===== config.mk =====
export PLATFORM = sky130hd
export DESIGN_NAME = ptc_top
export DESIGN_NICKNAME = d
export VERILOG_FILES = /design/src/shared/ptc_pkg.sv /design/src/rtl/ptc_pin_sync.sv /design/src/rtl/ptc_prescaler.sv /design/src/rtl/ptc_top.sv
export SDC_FILE = /design/constraint.sdc
export NUM_CORES = 1
export LEC_CHECK = 0
export BUFFER_PORTS_ARGS = -buffer_cell sky130_fd_sc_hd__buf_4
export CAP_MARGIN = 20
export CORE_ASPECT_RATIO = 1.75
export CORE_MARGIN = 2
export CORE_UTILIZATION = 50
export DETAILED_ROUTE_END_ITERATION = 8
export GPL_ROUTABILITY_DRIVEN = 0
export GPL_TIMING_DRIVEN = 0
export PLACE_DENSITY = 0.7
export SETUP_SLACK_MARGIN = 0.2
export SLEW_MARGIN = 20
export SYNTH_ARGS = -nofsm -noshare
export SYNTH_HDL_FRONTEND = slang
export SYNTH_SLANG_ARGS = --single-unit

===== constraint.sdc =====
create_clock -name i_sys_clk -period 8.48 [get_ports i_sys_clk]
set_clock_uncertainty 0.05 [all_clocks]
set_input_delay 1.272 -clock i_sys_clk [delete_from_list [all_inputs] [get_ports i_sys_clk]]
set_output_delay 1.272 -clock i_sys_clk [all_outputs]
set_load 0.01 [all_outputs]

===== src/shared/ptc_pkg.sv =====
// Package for the paired timer control block: offsets, fields, resets, types.
// Assumes an APB slave with 32-bit data, one aligned word per register.
package ptc_pkg;
  // Register byte offsets
  localparam logic [7:0] PTC_OFF_LO_CTRL = 8'h00;
  localparam logic [7:0] PTC_OFF_HI_CTRL = 8'h04;
  localparam logic [7:0] PTC_OFF_LO_CNT = 8'h08;
  localparam logic [7:0] PTC_OFF_HI_CNT = 8'h0c;
  localparam logic [7:0] PTC_OFF_LO_PER = 8'h10;
  localparam logic [7:0] PTC_OFF_HI_PER = 8'h14;
  localparam logic [7:0] PTC_OFF_STATUS = 8'h18;
  // Control field positions
  localparam int PTC_BIT_RUN = 15;
  localparam int PTC_BIT_HALT_IDLE = 13;
  localparam int PTC_BIT_GATE = 6;
  localparam int PTC_BIT_PS_HI = 5;
  localparam int PTC_BIT_PS_LO = 4;
  localparam int PTC_BIT_PAIR = 3;
  localparam int PTC_BIT_CLK_SRC = 1;
  // Writable bits of each control register
  localparam logic [15:0] PTC_LO_CTRL_MASK = 16'ha07a;
  localparam logic [15:0] PTC_HI_CTRL_MASK = 16'ha072;
  // Reset values
  localparam logic [15:0] PTC_CTRL_RST = 16'h0000;
  localparam logic [15:0] PTC_CNT_RST = 16'h0000;
  localparam logic [15:0] PTC_PER_RST = 16'hffff;
  // Prescale terminal counts (divide minus one)
  localparam logic [7:0] PTC_DIV1_TC = 8'h00;
  localparam logic [7:0] PTC_DIV8_TC = 8'h07;
  localparam logic [7:0] PTC_DIV64_TC = 8'h3f;
  localparam logic [7:0] PTC_DIV256_TC = 8'hff;
  // Internal clock is the system clock divided by two
  localparam logic PTC_INT_DIV_TC = 1'b1;

  typedef struct packed {
    logic run;
    logic halt_idle;
    logic gate;
    logic [1:0] prescale;
    logic pair;
    logic clk_src;
  } ptc_ctrl_t;

  function automatic ptc_ctrl_t ptc_decode(input logic [15:0] w);
    ptc_ctrl_t c;
    c.run = w[PTC_BIT_RUN];
    c.halt_idle = w[PTC_BIT_HALT_IDLE];
    c.gate = w[PTC_BIT_GATE];
    c.prescale = w[PTC_BIT_PS_HI:PTC_BIT_PS_LO];
    c.pair = w[PTC_BIT_PAIR];
    c.clk_src = w[PTC_BIT_CLK_SRC];
    return c;
  endfunction
endpackage


===== src/rtl/ptc_pin_sync.sv =====
// Three-stage synchroniser with edge and level outputs for a pin input.
// Assumes the pin is asynchronous to i_sys_clk.
`timescale 1ns/100ps
`default_nettype none
module ptc_pin_sync (
  // Clock and reset
  input wire logic i_sys_clk,
  input wire logic i_rst_b,
  // Pin in, conditioned out
  input wire logic i_pin,
  output logic o_level,
  output logic o_rise
);
  logic [2:0] sync_r;
  logic level_r;
  logic rise_r;

  always_ff @(posedge i_sys_clk or negedge i_rst_b) begin
    if (!i_rst_b) begin
      sync_r <= 3'h0;
    end else begin
      sync_r <= {sync_r[1:0], i_pin};
    end
  end

  // Accept a change only once stages two and three agree
  always_ff @(posedge i_sys_clk or negedge i_rst_b) begin
    if (!i_rst_b) begin
      level_r <= 1'b0;
      rise_r <= 1'b0;
    end else begin
      rise_r <= 1'b0;
      if (sync_r[2] == sync_r[1] && sync_r[2] != level_r) begin
        level_r <= sync_r[2];
        rise_r <= sync_r[2];
      end
    end
  end

  assign o_level = level_r;
  assign o_rise = rise_r;
endmodule
`default_nettype wire


===== src/rtl/ptc_prescaler.sv =====
// Prescaler: passes one of every 1, 8, 64 or 256 input ticks.
// Assumes a single-cycle clear from the control write logic.
`timescale 1ns/100ps
`default_nettype none
module ptc_prescaler (
  // Clock and reset
  input wire logic i_sys_clk,
  input wire logic i_rst_b,
  // Control
  input wire logic i_clear,
  input wire logic [1:0] i_select,
  // Ticks
  input wire logic i_tick,
  output logic o_tick
);
  import ptc_pkg::*;
  logic [7:0] cnt_r;
  logic [7:0] term;

  always_comb begin
    unique case (i_select)
      2'b00: term = PTC_DIV1_TC;
      2'b01: term = PTC_DIV8_TC;
      2'b10: term = PTC_DIV64_TC;
      2'b11: term = PTC_DIV256_TC;
    endcase
  end

  always_ff @(posedge i_sys_clk or negedge i_rst_b) begin
    if (!i_rst_b) begin
      cnt_r <= 8'h00;
    end else if (i_clear) begin
      cnt_r <= 8'h00;
    end else if (i_tick) begin
      cnt_r <= (cnt_r >= term) ? 8'h00 : cnt_r + 8'h01;
    end
  end

  assign o_tick = i_tick && (cnt_r >= term);
endmodule
`default_nettype wire


===== src/rtl/ptc_top.sv =====
// Paired 16-bit timer control with 32-bit join, APB register access.
// Assumes an APB master on i_sys_clk and asynchronous clock/gate pins.
`timescale 1ns/100ps
`default_nettype none
module ptc_top (
  // Clock and reset
  input wire logic i_sys_clk,
  input wire logic i_rst_b,
  // APB slave
  input wire logic i_psel,
  input wire logic i_penable,
  input wire logic i_pwrite,
  input wire logic [7:0] i_paddr,
  input wire logic [31:0] i_pwdata,
  output logic [31:0] o_prdata,
  output logic o_pready,
  output logic o_pslverr,
  // Device state and pins
  input wire logic i_idle,
  input wire logic i_lo_ext_clk,
  input wire logic i_lo_gate,
  input wire logic i_hi_ext_clk,
  input wire logic i_hi_gate,
  // Period match flags, level
  output logic o_lo_match,
  output logic o_hi_match
);
  import ptc_pkg::*;

  logic rst_s1_r, rst_b_r;
  logic [15:0] lo_ctrl_r, hi_ctrl_r;
  logic [15:0] lo_cnt_r, hi_cnt_r, lo_per_r, hi_per_r;
  logic lo_flag_r, hi_flag_r, div2_r;
  logic [31:0] prdata_r;
  logic pready_r, pslverr_r;
  ptc_ctrl_t lc, hc;
  logic pair;
  logic lo_ext_rise, lo_gate_lvl, hi_ext_rise, hi_gate_lvl;
  logic wr, rd, wr_lo_ctrl, wr_hi_ctrl, lo_raw, hi_raw, lo_tick, hi_tick, lo_clr, hi_clr;
  logic lo_wrap, hi_wrap, wide_match;

  // Reset release
  always_ff @(posedge i_sys_clk or negedge i_rst_b) begin
    if (!i_rst_b) begin
      rst_s1_r <= 1'b0;
      rst_b_r <= 1'b0;
    end else begin
      rst_s1_r <= 1'b1;
      rst_b_r <= rst_s1_r;
    end
  end

  ptc_pin_sync u_lo_clk (.i_sys_clk(i_sys_clk), .i_rst_b(rst_b_r), .i_pin(i_lo_ext_clk),
    .o_level(), .o_rise(lo_ext_rise));
  ptc_pin_sync u_lo_gate (.i_sys_clk(i_sys_clk), .i_rst_b(rst_b_r), .i_pin(i_lo_gate),
    .o_level(lo_gate_lvl), .o_rise());
  ptc_pin_sync u_hi_clk (.i_sys_clk(i_sys_clk), .i_rst_b(rst_b_r), .i_pin(i_hi_ext_clk),
    .o_level(), .o_rise(hi_ext_rise));
  ptc_pin_sync u_hi_gate (.i_sys_clk(i_sys_clk), .i_rst_b(rst_b_r), .i_pin(i_hi_gate),
    .o_level(hi_gate_lvl), .o_rise());

  assign lc = ptc_decode(lo_ctrl_r);
  assign hc = ptc_decode(hi_ctrl_r);
  assign pair = lc.pair;

  // APB decode: one-wait-state slave, answer at second access cycle
  assign wr = i_psel && i_penable && i_pwrite && !pready_r;
  assign rd = i_psel && i_penable && !i_pwrite && !pready_r;
  assign wr_lo_ctrl = wr && (i_paddr == PTC_OFF_LO_CTRL);
  assign wr_hi_ctrl = wr && (i_paddr == PTC_OFF_HI_CTRL);

  always_ff @(posedge i_sys_clk or negedge rst_b_r) begin
    if (!rst_b_r) begin
      pready_r <= 1'b0;
      pslverr_r <= 1'b0;
      prdata_r <= 32'h0000_0000;
    end else begin
      pready_r <= i_psel && i_penable && !pready_r;
      pslverr_r <= 1'b0;
      prdata_r <= 32'h0000_0000;
      if (rd) begin
        unique case (i_paddr)
          PTC_OFF_LO_CTRL: prdata_r <= {16'h0000, lo_ctrl_r};
          PTC_OFF_HI_CTRL: prdata_r <= {16'h0000, hi_ctrl_r};
          PTC_OFF_LO_CNT: prdata_r <= {16'h0000, lo_cnt_r};
          PTC_OFF_HI_CNT: prdata_r <= {16'h0000, hi_cnt_r};
          PTC_OFF_LO_PER: prdata_r <= {16'h0000, lo_per_r};
          PTC_OFF_HI_PER: prdata_r <= {16'h0000, hi_per_r};
          PTC_OFF_STATUS: prdata_r <= {30'h0, hi_flag_r, lo_flag_r};
          default: pslverr_r <= 1'b1;
        endcase
      end else if (wr) begin
        if (!(i_paddr inside {PTC_OFF_LO_CTRL, PTC_OFF_HI_CTRL, PTC_OFF_LO_CNT,
            PTC_OFF_HI_CNT, PTC_OFF_LO_PER, PTC_OFF_HI_PER, PTC_OFF_STATUS})) begin
          pslverr_r <= 1'b1;
        end
      end
    end
  end

  // Control registers, unimplemented bits forced to zero
  always_ff @(posedge i_sys_clk or negedge rst_b_r) begin
    if (!rst_b_r) begin
      lo_ctrl_r <= PTC_CTRL_RST;
      hi_ctrl_r <= PTC_CTRL_RST;
    end else begin
      if (wr_lo_ctrl) begin
        lo_ctrl_r <= i_pwdata[15:0] & PTC_LO_CTRL_MASK;
      end
      if (wr_hi_ctrl) begin
        hi_ctrl_r <= i_pwdata[15:0] & PTC_HI_CTRL_MASK;
      end
    end
  end

  // Period registers
  always_ff @(posedge i_sys_clk or negedge rst_b_r) begin
    if (!rst_b_r) begin
      lo_per_r <= PTC_PER_RST;
      hi_per_r <= PTC_PER_RST;
    end else begin
      if (wr && i_paddr == PTC_OFF_LO_PER) begin
        lo_per_r <= i_pwdata[15:0];
      end
      if (wr && i_paddr == PTC_OFF_HI_PER) begin
        hi_per_r <= i_pwdata[15:0];
      end
    end
  end

  // Internal count clock at half the system rate
  always_ff @(posedge i_sys_clk or negedge rst_b_r) begin
    if (!rst_b_r) begin
      div2_r <= 1'b0;
    end else begin
      div2_r <= (div2_r == PTC_INT_DIV_TC) ? 1'b0 : 1'b1;
    end
  end

  // Raw count ticks before prescaling
  always_comb begin
    lo_raw = 1'b0;
    if (lc.run && !(lc.halt_idle && i_idle)) begin
      if (lc.clk_src) begin
        lo_raw = lo_ext_rise;
      end else begin
        lo_raw = div2_r && (!lc.gate || lo_gate_lvl);
      end
    end
    hi_raw = 1'b0;
    if (!pair && hc.run && !(hc.halt_idle && i_idle)) begin
      if (hc.clk_src) begin
        hi_raw = hi_ext_rise;
      end else begin
        hi_raw = div2_r && (!hc.gate || hi_gate_lvl);
      end
    end
  end

  // Control write while running clears the prescaler
  assign lo_clr = wr_lo_ctrl && lc.run;
  assign hi_clr = wr_hi_ctrl && hc.run && !pair;

  ptc_prescaler u_lo_ps (.i_sys_clk(i_sys_clk), .i_rst_b(rst_b_r), .i_clear(lo_clr),
    .i_select(lc.prescale), .i_tick(lo_raw), .o_tick(lo_tick));
  ptc_prescaler u_hi_ps (.i_sys_clk(i_sys_clk), .i_rst_b(rst_b_r), .i_clear(hi_clr),
    .i_select(hc.prescale), .i_tick(hi_raw), .o_tick(hi_tick));

  assign wide_match = {hi_cnt_r, lo_cnt_r} == {hi_per_r, lo_per_r};
  assign lo_wrap = (lo_cnt_r == lo_per_r);
  assign hi_wrap = (hi_cnt_r == hi_per_r);

  // Counters: low word always from low tick; high word carries in pair mode
  always_ff @(posedge i_sys_clk or negedge rst_b_r) begin
    if (!rst_b_r) begin
      lo_cnt_r <= PTC_CNT_RST;
      hi_cnt_r <= PTC_CNT_RST;
    end else if (pair) begin
      if (lo_tick) begin
        if (wide_match) begin
          lo_cnt_r <= PTC_CNT_RST;
          hi_cnt_r <= PTC_CNT_RST;
        end else begin
          {hi_cnt_r, lo_cnt_r} <= {hi_cnt_r, lo_cnt_r} + 32'h0000_0001;
        end
      end
    end else begin
      if (wr && i_paddr == PTC_OFF_LO_CNT) begin
        lo_cnt_r <= i_pwdata[15:0];
      end else if (lo_tick) begin
        lo_cnt_r <= lo_wrap ? PTC_CNT_RST : lo_cnt_r + 16'h0001;
      end
      if (wr && i_paddr == PTC_OFF_HI_CNT) begin
        hi_cnt_r <= i_pwdata[15:0];
      end else if (hi_tick) begin
        hi_cnt_r <= hi_wrap ? PTC_CNT_RST : hi_cnt_r + 16'h0001;
      end
    end
  end

  // Match flags: set wins over a write-one clear
  always_ff @(posedge i_sys_clk or negedge rst_b_r) begin
    if (!rst_b_r) begin
      lo_flag_r <= 1'b0;
      hi_flag_r <= 1'b0;
    end else begin
      if (!pair && lo_tick && lo_wrap) begin
        lo_flag_r <= 1'b1;
      end else if (wr && i_paddr == PTC_OFF_STATUS && i_pwdata[0]) begin
        lo_flag_r <= 1'b0;
      end
      if ((pair && lo_tick && wide_match) || (!pair && hi_tick && hi_wrap)) begin
        hi_flag_r <= 1'b1;
      end else if (wr && i_paddr == PTC_OFF_STATUS && i_pwdata[1]) begin
        hi_flag_r <= 1'b0;
      end
    end
  end

  assign o_prdata = prdata_r;
  assign o_pready = pready_r;
  assign o_pslverr = pslverr_r;
  assign o_lo_match = lo_flag_r;
  assign o_hi_match = hi_flag_r;
endmodule
`default_nettype wire


# Word-level counts from Yosys, hierarchy flattened
# Index checks and enable logic that the tools add are counted.
op_classes:
  n_addsub: 5
  reduce_logical: 60
  order_cmp: 2
  eq_ne: 24
  n_mux: 37
op_table:
  columns: ["cell", "n"]
  rows:
  - ["two-way mux 16 bit", 13]
  - ["case mux 16 bit (7 select lines)", 1]
  - ["case mux 8 bit (4 select lines)", 2]
  - ["two-way mux 8 bit", 6]
  - ["logical AND 1 bit", 37]
  - ["adder 16 x 1 -> 16 bit, second input constant", 2]
  - ["adder 32 x 1 -> 32 bit, second input constant", 1]
  - ["equality test 16 bit", 2]
  - ["equality test 32 bit", 1]
  - ["equality test 8 x 5 -> 1 bit, second input constant", 3]
  - ["adder 8 x 1 -> 8 bit, second input constant", 2]
  - ["equality test 8 x 4 -> 1 bit, second input constant", 2]
  - [">= comparator 8 bit", 2]
  - ["two-way mux 1 bit", 15]
  - ["nonzero test 2 bit", 5]
  - ["equality test 2 bit, second input constant", 4]
  - ["equality test 8 x 3 -> 1 bit, second input constant", 1]
  - ["zero test 8 bit", 1]
  - ["zero test 1 bit", 7]
  - ["nonzero test 7 bit", 1]
  - ["OR reduction 7 bit", 1]
  - ["equality test 1 bit", 4]
  - ["equality test 2 x 1 -> 1 bit, second input constant", 2]
  - ["zero test 2 bit", 2]
  - ["other kinds (5)", 11]
word_totals:
  word_cells: 154
  register_bits: 150
  inputBits: 50

# Depth between registers and ports, before layout
# Gate-level depths: netlist (run 1).
depth:
  ltp_word: 10
  ltp_mapped: 11
  ltp_nobuf: 9

# Cells and area by module
# A second synthesis (run 1) with hierarchy kept.
unflattened:
  hier_cells: 810
  area_unflattened_um2: 8257.9
by_module_without_submodules:
  columns: ["mod", "instances", "cells_each", "area_each_um2"]
  rows:
  - ["ptc_top", 1, 624, 6243.5]
  - ["ptc_prescaler", 2, 79, 714.4]
  - ["ptc_pin_sync", 4, 7, 146.4]

# Least setup slack after synthesis (run 1)
# Ideal clock, no wire load.
synth_timing:
  path_type: "input-to-reg"
  startpoint: "input i_paddr[5]"
  endpoint: "register hi_cnt_r[3]"
  cell_stages: 9
  arrival_ns: 3.027
  path_slack_ns: 5.334
  setup_ns: 0.069
  cell_sequence: "nor4_4 -> and4_1 -> buf_4 -> and2_2 -> a211oi_1 -> or2_1 -> buf_6 -> or4_1 -> nand3_1"
synth_via:
  elab_chain_cells: 4
synth_lines:
  columns: ["element", "line", "source"]
  rows:
  - ["start, declared", "ptc_top.sv:13", "input wire logic [7:0] i_paddr,"]
  - ["equality test 8 x 4 -> 1 bit (*)", "ptc_top.sv:193", "if (wr && i_paddr == PTC_OFF_HI_CNT) begin"]
  - ["logical AND 1 bit (*)", "ptc_top.sv:193", null]
  - ["nonzero test 3 bit (no source line) / two-way mux 16 bit (equally long branches)", null, null]
  - ["AND reduction 2 bit (no source line) / two-way mux 16 bit (equally long branches)", null, null]
  - ["end signal, assigned", "ptc_top.sv:184", "{hi_cnt_r, lo_cnt_r} <= {hi_cnt_r, lo_cnt_r} + 32'h0000_0001;"]
  - ["end signal, assigned", "ptc_top.sv:194", "hi_cnt_r <= i_pwdata[15:0];"]
  - ["end signal, assigned", "ptc_top.sv:196", "hi_cnt_r <= hi_wrap ? PTC_CNT_RST : hi_cnt_r + 16'h0001;"]
  - ["end, declared", "ptc_top.sv:32", "logic [15:0] lo_cnt_r, hi_cnt_r, lo_per_r, hi_per_r;"]
# Mark *: on every way between the ends. The rest lies on a longest branch, timed or not.
# A chain may end at the register's enable or synchronous reset.

# Worst setup path in the final report (run 1)
layout_timing:
  startpoint: "register lo_cnt_r[0]"
  endpoint: "register hi_cnt_r[2]"
layout_via:
  elab_chain_cells: 4
layout_lines:
  columns: ["element", "line", "source"]
  rows:
  - ["start, declared", "ptc_top.sv:32", null]
  - ["start signal, assigned", "ptc_top.sv:184", null]
  - ["start signal, assigned", "ptc_top.sv:189", "lo_cnt_r <= i_pwdata[15:0];"]
  - ["start signal, assigned", "ptc_top.sv:191", "lo_cnt_r <= lo_wrap ? PTC_CNT_RST : lo_cnt_r + 16'h0001;"]
  - ["adder 32 x 1 -> 32 bit / equality test 32 bit (equally long branches)", "ptc_top.sv:184, ptc_top.sv:169", null]
  - ["two-way mux 16 bit (*)", "ptc_top.sv:180", "if (wide_match) begin"]
  - ["two-way mux 16 bit (*)", "ptc_top.sv:179", "if (lo_tick) begin"]
  - ["two-way mux 16 bit (*)", "ptc_top.sv:178", "end else if (pair) begin"]
# Mark *: on every way between the ends. The rest lies on a longest branch, timed or not. The select of a mux whose other input is x is not followed.

==> results.json, run 1 <==
{
  "drc": 0,
  "cts_root_buffer": "clkbuf_16",
  "fin_nets": 940,
  "antenna_cells": 0,
  "synth_edf_count": 0,
  "arrival_ps": 3630,
  "grt.total_usage_pct": 27.51,
  "drt-vias-per-instance": 6.193,
  "firstDrtPassIters": 6,
  "crit_required_ps": 8710,
  "ys_seq_elements": 134,
  "synthCells": 786,
  "min_path_type": "reg2async",
  "netlist_area_mm2": 0.007709,
  "core_mm2": 0.01524,
  "cts_buffers": 17,
  "max_stage_delay_ps": 690,
  "path_class": "reg2reg",
  "cp_slowest_cell": "nor4_1",
  "die_height_um": 168.3,
  "antenna_found_initial": 0,
  "initial_core_util_pct": 50.58,
  "r2r_setup_slack_ps": 5080,
  "dieWidth_um": 97.86,
  "synth_warnings": 0,
  "ir_drop_v": 0.0001118,
  "num_io_pins": 86,
  "fin_crit_sh_pct": 40.06,
  "grt_max_degree": 60,
  "instances_no_fill": 1073,
  "ctsHoldBuffers": 0,
  "path_cells": "ha_1 > nand3_1 > nor4_1 > nand3_1 > or4_1 > o21a_1 > o311ai_1",
  "yosysSeqAreaShare_pct": 44.02,
  "finalPower_mw": 1.535,
  "postRouteAntennaNets": 0,
  "maxSlewHeadroom_pct": 43.04,
  "dp_cells": 1041,
  "overflow": 0,
  "cts_tree": "yes",
  "grt_pass1_wl_mm": 35.12,
  "end_kind": "flip-flop",
  "synth.distinct_cells": 76,
  "powerDensity_mw_per_mm2": 169.5,
  "cts.sinks": 134,
  "grt_pass1_vias": 6539,
  "drt_iter0_drc": 683,
  "multi_input_area_mm2": 0.003931,
  "postSynth.asyncResetShare_pct": 100.0,
  "finalHoldViolCount": 0,
  "tightest_slew_ps": 846.5,
  "synth_top_area_share_pct": 33.11,
  "crit_top_cell": "nand3_1",
  "dp_hpwl_mm": 16.57,
  "yosys.cell_count.top_type": "dfrtp_1",
  "clkTransAtPathRegs_ps": 60,
  "rsz0062_at_grt": "no",
  "cp-start-kind": "flip-flop",
  "synth_top_area_cell": "dfrtp_1",
  "areaGrowthSynthToFinish_pct": 17.50,
  "fillers": 1334,
  "wl_per_cell_um": 20.82,
  "fin_crit_ps": 3397,
  "route.vias.total": 6645,
  "final_util_pct": 59.43,
  "post-cts-setup-buffers": 0,
  "layout.area.seq_mm2": 0.003397,
  "synth_area_leaders": "dfrtp_1, dfstp_2, mux2_2",
  "insertion_delay_ps": 420,
  "max-cap-violations": 0,
  "p_leak_nw": 3.922,
  "setup_viol": 0,
  "finalSetupTns_ps": 0,
  "cts_max_path_buffers": 2,
  "drv_slew": 0,
  "max_freq_ghz": 0.2944,
  "layout-drive-gt1-share_pct": 25.70,
  "crit_fanout": 7,
  "cts_resized": 0,
  "cts_max_level": 4,
  "synth_common_cells": "dfrtp_1, nand2_1, mux2_2",
  "synth_top_flop_cell": "dfrtp_1",
  "status": "finished, final reports clean",
  "num_rows": 60,
  "avgSynthCellArea_um2": 9.807,
  "die_area_mm2": 0.01647,
  "finalWirelength_mm": 22.34,
  "portBuffers": 52
}
-- report_power, final --
| group | switching, mW | leakage (nW) | internal (mW) |
|---|---|---|---|
| registers | 0.0148 | 1.66 | 0.654 |
| logic | 0.0575 | 1.97 | 0.0376 |
| clock network | 0.284 | 0.293 | 0.487 |
-- area by class of cell --
type	instances	share of cell area, %
multi-input cells	581	43.40
flip-flops and latches	134	37.51
clock buffers	22	5.236
repair buffers	54	4.835
plain buffers	66	4.034
well taps	186	2.569
clock inverters	10	1.589
inverters	20	0.8288
-- state kept, by name, indices dropped and copies added (netlist names), 3 cells and up --
| name | cells |
|---|---|
| u_hi_clk.sync_r | 3 |
| lo_ctrl_r | 7 |
| u_lo_clk.sync_r | 3 |
| u_lo_ps.cnt_r | 8 |
| u_hi_ps.cnt_r | 8 |
| hi_per_r | 16 |
| u_hi_gate.sync_r | 3 |
| o_prdata | 16 |
| lo_per_r | 16 |
| hi_ctrl_r | 6 |
| hi_cnt_r | 16 |
| u_lo_gate.sync_r | 3 |
| lo_cnt_r | 16 |
-- layer usage --
metal | part of all wire, % | wire length [um] | up-vias | global-route usage [%]
met3 | 6.1 | 1362 | 99 | 4.317
li1 | - | - | 3022 | -
met1 | 37 | 8184 | 3194 | 30.80
met2 | 50 | 11120 | 330 | 47.68
met5 | 0 | 0 | - | 0
met4 | 7.5 | 1676 | 0 | 18.42
-- cells by family after synthesis --
kind of cell / count (synthesis) / synth area share (%)
buffers and inverters: 86 / 5.713
multiplexers: 46 / 6.720
AO/OA/AOI/OAI: 198 / 17.81
AND/OR/NAND/NOR: 248 / 16.62
flip-flops: 134 / 44.02
adder cells (fa/ha/maj): 20 / 3.116
other: 2 / 0.09742
XOR/XNOR: 52 / 5.908
-- cells in the final DEF, fill, tap and decap left out, types with 20 or more instances in the layout --
cell	n
buf_2	23
dfstp_2	32
clkbuf_1	21
a21oi_1	40
inv_1	20
o21ai_0	23
o21ai_1	22
mux2_2	46
nand2_1	79
nor2_1	43
xor2_1	26
a22oi_1	29
dfrtp_1	101
nand3_1	33
buf_4	71
xnor2_1	26
-- critical path, delay by kind of cell, from the launching register on --
kind | cells | cell delay, ps
AND/OR/NAND/NOR | 4 | 1880
AO/OA/AOI/OAI | 2 | 520
flip-flops | 1 | 500
adder cells (fa/ha/maj) | 1 | 310
-- stage by stage --
step	hold slack (ps)	instance area, um2	setup WS (ps)
after CTS	280.8	9057	5167
after global routing	305.6	9057	4950
after detailed placement	275.4	8439	4745
after floorplan	281.2	7765	4476
after global placement	284.1	8388	2995
final	260.9	9057	5083
-- path summary, 6_finish.rpt --
| path | to | depth (start not counted) | startpoint |
|---|---|---|---|
| min reg2reg | hi_cnt_r[13] | 0 | rst_b_r |
| max in group asynchronous | hi_per_r[1] | 1 | rst_b_r |
| min in group i_sys_clk | u_lo_gate.sync_r[1] | 0 | u_lo_gate.sync_r[0] |
| max | hi_cnt_r[2] | 7 | lo_cnt_r[0] |
| max reg2reg | hi_cnt_r[2] | 7 | lo_cnt_r[0] |
| min | hi_cnt_r[13] | 0 | rst_b_r |
Power figures use the tool's default switching activity.
==> inputs of run 2 (changes only) <==
ABC_AREA = 1   (was unset)
PLACE_DENSITY = 0.69   (was 0.7)
clock period = 3.5 ns   (was 8.48 ns; I/O delays follow)
==> run 2 against run 1 <==
  * Final cell count rose by 54%
  * First-iteration DRC count rose by 0.59%
  * Sequential share of layout area fell by 4.6 points
  * Critical path type unchanged
  * Clock-buffer cell count shrank 5
  * Largest cell class unchanged
  * Register-to-register slack got worse by 4000 ps
  * Worst setup slack lost 4000 ps
  * Die area grew 15%
  * Combinational power grew to 3.5 times the previous value
  * Hold slack got worse by 140 ps
  * Clock power rose by 140%
  * Critical endpoint is now hi_cnt_r[4]
  * Power up 150%
  * Wire length grew 30%
==> results.json, run 2 <==
{
  "synthCells": 1319,
  "drt-vias-per-instance": 5.405,
  "p_int_mw": 2.709,
  "fillers": 1787,
  "num_rows": 64,
  "dieWidth_um": 104.9,
  "layout-drive-gt1-share_pct": 15.26,
  "fin_crit_sh_pct": 68.28,
  "rr_startpoint": "hi_cnt_r[1]",
  "drv_slew": 0,
  "synth_top_area_share_pct": 28.64,
  "wl_met2_mm": 14.37,
  "drc": 0,
  "postSynth.asyncResetShare_pct": 100.0,
  "cts.sinks": 134,
  "fin_area_mm2": 0.01031,
  "cts_max_path_buffers": 2,
  "fin_crit_ps": 2390,
  "grt_pass1_vias": 8648,
  "cts_tree": "yes",
  "max_stage_delay_ps": 510,
  "post-cts-setup-buffers": 0,
  "p_sw_mw": 1.077,
  "combPwrFrac_pct": 8.9,
  "finalWirelength_mm": 29.14,
  "finalSetupTns_ps": 0,
  "synth_top_flop_cell": "dfrtp_1",
  "place_ws_ps": 1124,
  "crit_fanout": 7,
  "synth_top_area_cell": "dfrtp_1",
  "die_area_mm2": 0.01895,
  "yosysSeqAreaShare_pct": 38.07,
  "p_leak_nw": 5.327,
  "synth.distinct_cells": 40,
  "grt_pass1_wl_mm": 45.29,
  "synth_xor_area_share_pct": 3.243,
  "synth_top_family_by_area": "simple AND/OR/NAND/NOR gates",
  "dp_hpwl_mm": 22.44,
  "dp_cells": 1620,
  "p_sw_share_pct": 28.44,
  "cp-start-kind": "flip-flop",
  "grt.total_usage_pct": 31.43,
  "core_mm2": 0.01746,
  "critPathBufInv": 1,
  "status": "finished, final reports clean",
  "path_cells": "ha_1 > nand3_1 > inv_1 > nand2_1 > nor3_1 > nand2_1 > nand2_1 > nand3b_1 > nand2_1 > nand2_1 > nand2_1",
  "wl_met1_mm": 9.947,
  "fin_nets": 1475,
  "max_freq_ghz": 0.4184,
  "route.vias.total": 8935,
  "arrival_ps": 2680,
  "synth-simple-area-share_pct": 35.61,
  "synth_edf_count": 0,
  "rsz0062_at_grt": "no",
  "top_layer": "met4",
  "grt_max_degree": 48,
  "layout_common_cells": "nand2_1, inv_1, dfrtp_1",
  "crit_top_cell": "nand2_1",
  "hold_path_depth": 1,
  "die_height_um": 180.6,
  "reg2reg_to": "hi_cnt_r[4]",
  "avgSynthCellArea_um2": 6.758,
  "yosys.cell_count.top_type": "nand2_1",
  "maxSlewHeadroom_pct": 52.95,
  "initial_core_util_pct": 51.06,
  "overflow": 0,
  "finalHoldViolCount": 0,
  "synthAdderAreaFrac_pct": 2.471,
  "critical_path.top_delay_family": "simple AND/OR/NAND/NOR gates",
  "postRouteAntennaNets": 0,
  "synth_warnings": 0,
  "insertion_delay_ps": 460,
  "synth_common_cells": "nand2_1, inv_1, dfrtp_1",
  "r2r_setup_slack_ps": 1110,
  "antenna_cells": 0,
  "antenna_found_initial": 0,
  "fin_ws_ps": 1110,
  "cts_buffers": 17,
  "holdWs_ps": 125.8,
  "powerDensity_mw_per_mm2": 367.2,
  "clkTransAtPathRegs_ps": 70,
  "multi_input_area_mm2": 0.004621,
  "end_kind": "flip-flop",
  "num_io_pins": 86,
  "rr_worst_depth": 11,
  "path_class": "reg2reg",
  "wl_met3_mm": 1.744,
  "drt_iter0_drc": 687,
  "min_to": "u_lo_clk.sync_r[0]",
  "tightest_slew_ps": 705.8,
  "placed_area_mm2": 0.009716,
  "netlist_area_mm2": 0.008914,
  "wl_per_cell_um": 17.63,
  "cts_root_buffer": "clkbuf_16",
  "areaGrowthSynthToFinish_pct": 15.69,
  "synth_area_leaders": "dfrtp_1, nand2_1, dfstp_2",
  "firstDrtPassIters": 5,
  "setup_viol": 0,
  "portBuffers": 53,
  "p_clk_share_pct": 48.2,
  "ir_drop_v": 0.0003052,
  "min_path_type": "in2reg",
  "layout.area.seq_mm2": 0.003397,
  "max-cap-violations": 0,
  "instances_no_fill": 1653,
  "hold_start": "i_lo_ext_clk",
  "ys_seq_elements": 134,
  "cp_slowest_cell": "dfrtp_1",
  "synth_compound_area_share_pct": 9.798,
  "final_common_cell": "nand2_1",
  "muxShareOfSynthArea_pct": 0,
  "cts_max_level": 4,
  "seqPwrFrac_pct": 43.0,
  "crit_required_ps": 3790
}
-- run 2: changes by cell type after synthesis, sizes merged, moves of 18 or more --
cell   previous run  this run
nand2            79       527
inv              20       160
nor2             44       117
nand3            33        84
mux2             46         0
o21ai            45        80
a22oi            29         1
o22ai             2        20
-- run 2: cells by family (layout without fill, tap and decap cells) --
logic type | after synthesis | in the layout
DFF | 134 | 134
xor gates and xnor gates | 33 | 33
and+or+nand+nor | 749 | 749
adders and majority gates | 18 | 18
other | 2 | 17
AOI/OAI and AO/OA | 163 | 163
buffers and inverters | 220 | 308
-- run 2: layer usage --
metal | up-vias | track usage (%)
met1 | 4111 | 31.71
met5 | - | 0
li1 | 4270 | -
met3 | 151 | 5.316
met4 | 0 | 27.57
met2 | 403 | 54.83
-- run 2: area by class of cell --
| class | count | share of cell area, % |
|---|---|---|
| Multi-Input combinational cell | 980 | 44.81 |
| Sequential cell | 134 | 32.94 |
| Inverter | 164 | 6.006 |
| Timing Repair Buffer | 56 | 4.489 |
| Clock buffer | 17 | 4.125 |
| Buffer | 56 | 3.264 |
| Tap cell | 231 | 2.803 |
| Clock inverter | 15 | 1.565 |
-- run 2: timing repair --
item                      CTS  global route
hold buffers                1             0
gates resized for setup     0             0
hold endpoints to repair    2             0
-- run 2: worst max-delay path by stage --
stage           startpoint                to  slack (ps)  depth (start not counted)
2_1_floorplan      rst_b_r            div2_r        1250                          0
3_3_place_gp       rst_b_r  u_hi_ps.cnt_r[5]         320                          0
3_5_place_dp    i_paddr[1]       o_prdata[6]        1120                          9
4_1_cts        hi_cnt_r[1]       hi_cnt_r[4]        1200                         11
5_1_grt        lo_cnt_r[1]       hi_cnt_r[2]         940                          9
6_report       hi_cnt_r[1]       hi_cnt_r[4]        1110                         11
-- run 2: power groups by stage --
stage               clock, mW  combinational [mW]  sequential (mW)
global placement            0               0.300             1.67
finish                   1.82               0.335             1.63
CTS                      1.84               0.333             1.63
detailed placement          0               0.332             1.65
global route             1.90               0.361             1.63
floorplan                   0               0.174             1.66
-- run 2: metrics by stage --
stage	power (mW)	util, %
floorplan	1.834	-
detailed placement	1.986	55.66
global route	3.894	59.07
global placement	1.974	55.33
CTS	3.796	59.07
finish	3.786	59.07
==> inputs of run 3 (changes only) <==
ABC_AREA = 0   (was 1)
PLACE_DENSITY = 0.7   (was 0.69)
clock period = 2.23 ns   (was 3.5 ns; I/O delays follow)
==> run 3 against run 2 <==
  * The run now ends with setup timing left
  * Sequential power rose by 56%
  * Critical path depth fell by 1
  * Power rose by 58%
  * Global-route usage fell by 1.0 points
  * Clock power rose by 62%
  * Fmax fell by 15%
  * Register-to-register slack got worse by 1700 ps
  * First-iteration DRC count rose by 46%
  * Die area fell by 13%
  * Worst setup slack got worse by 1700 ps
  * Sequential share of layout area fell by 0.59 points
  * Final area rose by 2.2%
  * Critical endpoint unchanged
==> results.json, run 3 (synthesized netlist as in run 1, its figures left out) <==
{
  "status": "complete, but fails checks",
  "violations": "setup timing",
  "fin_nets": 1005,
  "fillers": 1090,
  "cp-start-kind": "flip-flop",
  "grt.total_usage_pct": 30.39,
  "grt_max_degree": 56,
  "firstDrtPassIters": 8,
  "dieWidth_um": 97.86,
  "grt_pass1_vias": 7357,
  "wl_per_cell_um": 23.73,
  "wl_met3_mm": 2.006,
  "arrival_ps": 3060,
  "min_path_type": "in2reg",
  "insertion_delay_ps": 430,
  "areaGrowthSynthToFinish_pct": 36.75,
  "postRouteAntennaNets": 0,
  "rsz0062_at_grt": "yes",
  "tightest_slew_ps": 911.9,
  "route.vias.total": 7471,
  "cts_root_buffer": "clkbuf_16",
  "cts.sinks": 134,
  "maxSlewHeadroom_pct": 39.14,
  "path_cells": "xor2_2 > nor4_2 > nand4_2 > o41ai_4 > buf_6 > buf_12 > buf_16 > nor2_4 > o21ai_1 > o21ai_1",
  "cts_max_level": 4,
  "drv_slew": 0,
  "dp_cells": 1041,
  "crit_top_cell": "o21ai_1",
  "num_io_pins": 86,
  "die_height_um": 168.3,
  "finalSetupTns_ps": -13040,
  "layout_common_cells": "buf_4, dfrtp_1, nand2_1",
  "num_rows": 60,
  "end_kind": "flip-flop",
  "antenna_found_initial": 0,
  "p_leak_nw": 4.488,
  "cp_slowest_cell": "dfstp_2",
  "cts_max_path_buffers": 2,
  "layout-drive-gt1-share_pct": 44.12,
  "wl_met1_mm": 8.997,
  "top_layer": "met4",
  "ir_drop_v": 0.0004156,
  "dp_hpwl_mm": 17.23,
  "critPathBufInv": 3,
  "max_stage_delay_ps": 580,
  "drt_iter0_drc": 1006,
  "die_area_mm2": 0.01647,
  "core_mm2": 0.01524,
  "wl_met2_mm": 13.51,
  "powerDensity_mw_per_mm2": 568.1,
  "clkTransAtPathRegs_ps": 60,
  "finalWirelength_mm": 27.01,
  "setup_viol": 40,
  "instances_no_fill": 1138,
  "overflow": 0,
  "grt_pass1_wl_mm": 38.99,
  "crit_required_ps": 2480,
  "final_common_cell": "buf_4",
  "fin_ws_ps": -578.9,
  "cts_buffers": 17,
  "drc": 0,
  "fin_crit_sh_pct": 126.0,
  "critical_path.top_delay_family": "compound AO/OA/AOI/OAI gates",
  "portBuffers": 52,
  "path_class": "reg2reg",
  "max_freq_ghz": 0.3560,
  "drt-vias-per-instance": 6.565,
  "antenna_cells": 0,
  "crit_fanout": 6,
  "cts_tree": "yes",
  "place_ws_ps": -956.0,
  "fin_crit_ps": 2809,
  "initial_core_util_pct": 50.58,
  "finalHoldViolCount": 0,
  "max-cap-violations": 0
}
## run 3: changes by cell type in the layout (fill, tap and decap cells not counted), sizes merged, moves of 13 or more
cell / previous run / this run
o21ai: 80 / 45
mux2: 0 / 46
a22o: 0 / 13
buf: 99 / 163
nor2: 117 / 44
nand2: 527 / 79
a22oi: 1 / 29
o22ai: 20 / 2
xnor2: 9 / 26
inv: 167 / 22
nand3: 84 / 33
## run 3: path summary, 6_finish.rpt
path                             start            to  cells after the start  slack, ps
setup / recovery           lo_per_r[3]   hi_cnt_r[4]                     10       -580
hold / removal               i_penable      o_pready                      3        120
setup reg to reg           lo_per_r[3]   hi_cnt_r[4]                     10       -580
hold reg to reg                rst_b_r  hi_cnt_r[11]                      0        250
max in group asynchronous      rst_b_r   lo_per_r[5]                      1       1190
min in group asynchronous      i_rst_b       rst_b_r                      2        170
## run 3: final cells by class
cell class / count / area [um2] / share of cell area, %
Sequential cell: 134 / 3411 / 32.36
Clock buffer: 21 / 450.4 / 4.273
Timing Repair Buffer: 119 / 1049 / 9.947
Buffer: 66 / 480.5 / 4.558
Inverter: 20 / 75.07 / 0.7122
Tap cell: 186 / 232.7 / 2.208
Clock inverter: 11 / 150.1 / 1.424
Multi-Input combinational cell: 581 / 4693 / 44.52
## run 3: power by group
part / leakage (nW) / switching [mW] / internal [mW]
Sequential: 1.65 / 0.0624 / 2.49
Clock: 0.288 / 1.14 / 1.79
Combinational: 2.55 / 0.282 / 0.221
## run 3: routing by layer
metal	up-vias	GRT usage (%)
met4	0	21.74
met1	3606	33.60
li1	3147	-
met2	519	51.82
met3	199	5.645
met5	-	0
## run 3: stage by stage
stage                     util, %  instance area [um2]  power (mW)  hold slack, ps
after floorplan                 -                 7965       2.782          -11.09
after global placement      56.35                 8588       2.940           66.66
after detailed placement    56.72                 8643       2.964           69.68
after CTS                   65.35                 9960       5.932           123.7
after global routing        69.17                10540       6.110           129.3
final                       69.17                10540       5.989           124.6
## run 3: what timing repair did
action	in CTS	in global routing
hold endpoints to repair	6	0
resized for setup	85	90
cloned	1	2
hold buffers	5	0
buffers inserted	31	26
endpoints found under the setup margin	85	83
pin swaps	37	40
## run 3: tightest hold or removal path, cell delays in order
cell	delay [ps]
buf_4	110
nand2_1	60
nor2_1	50
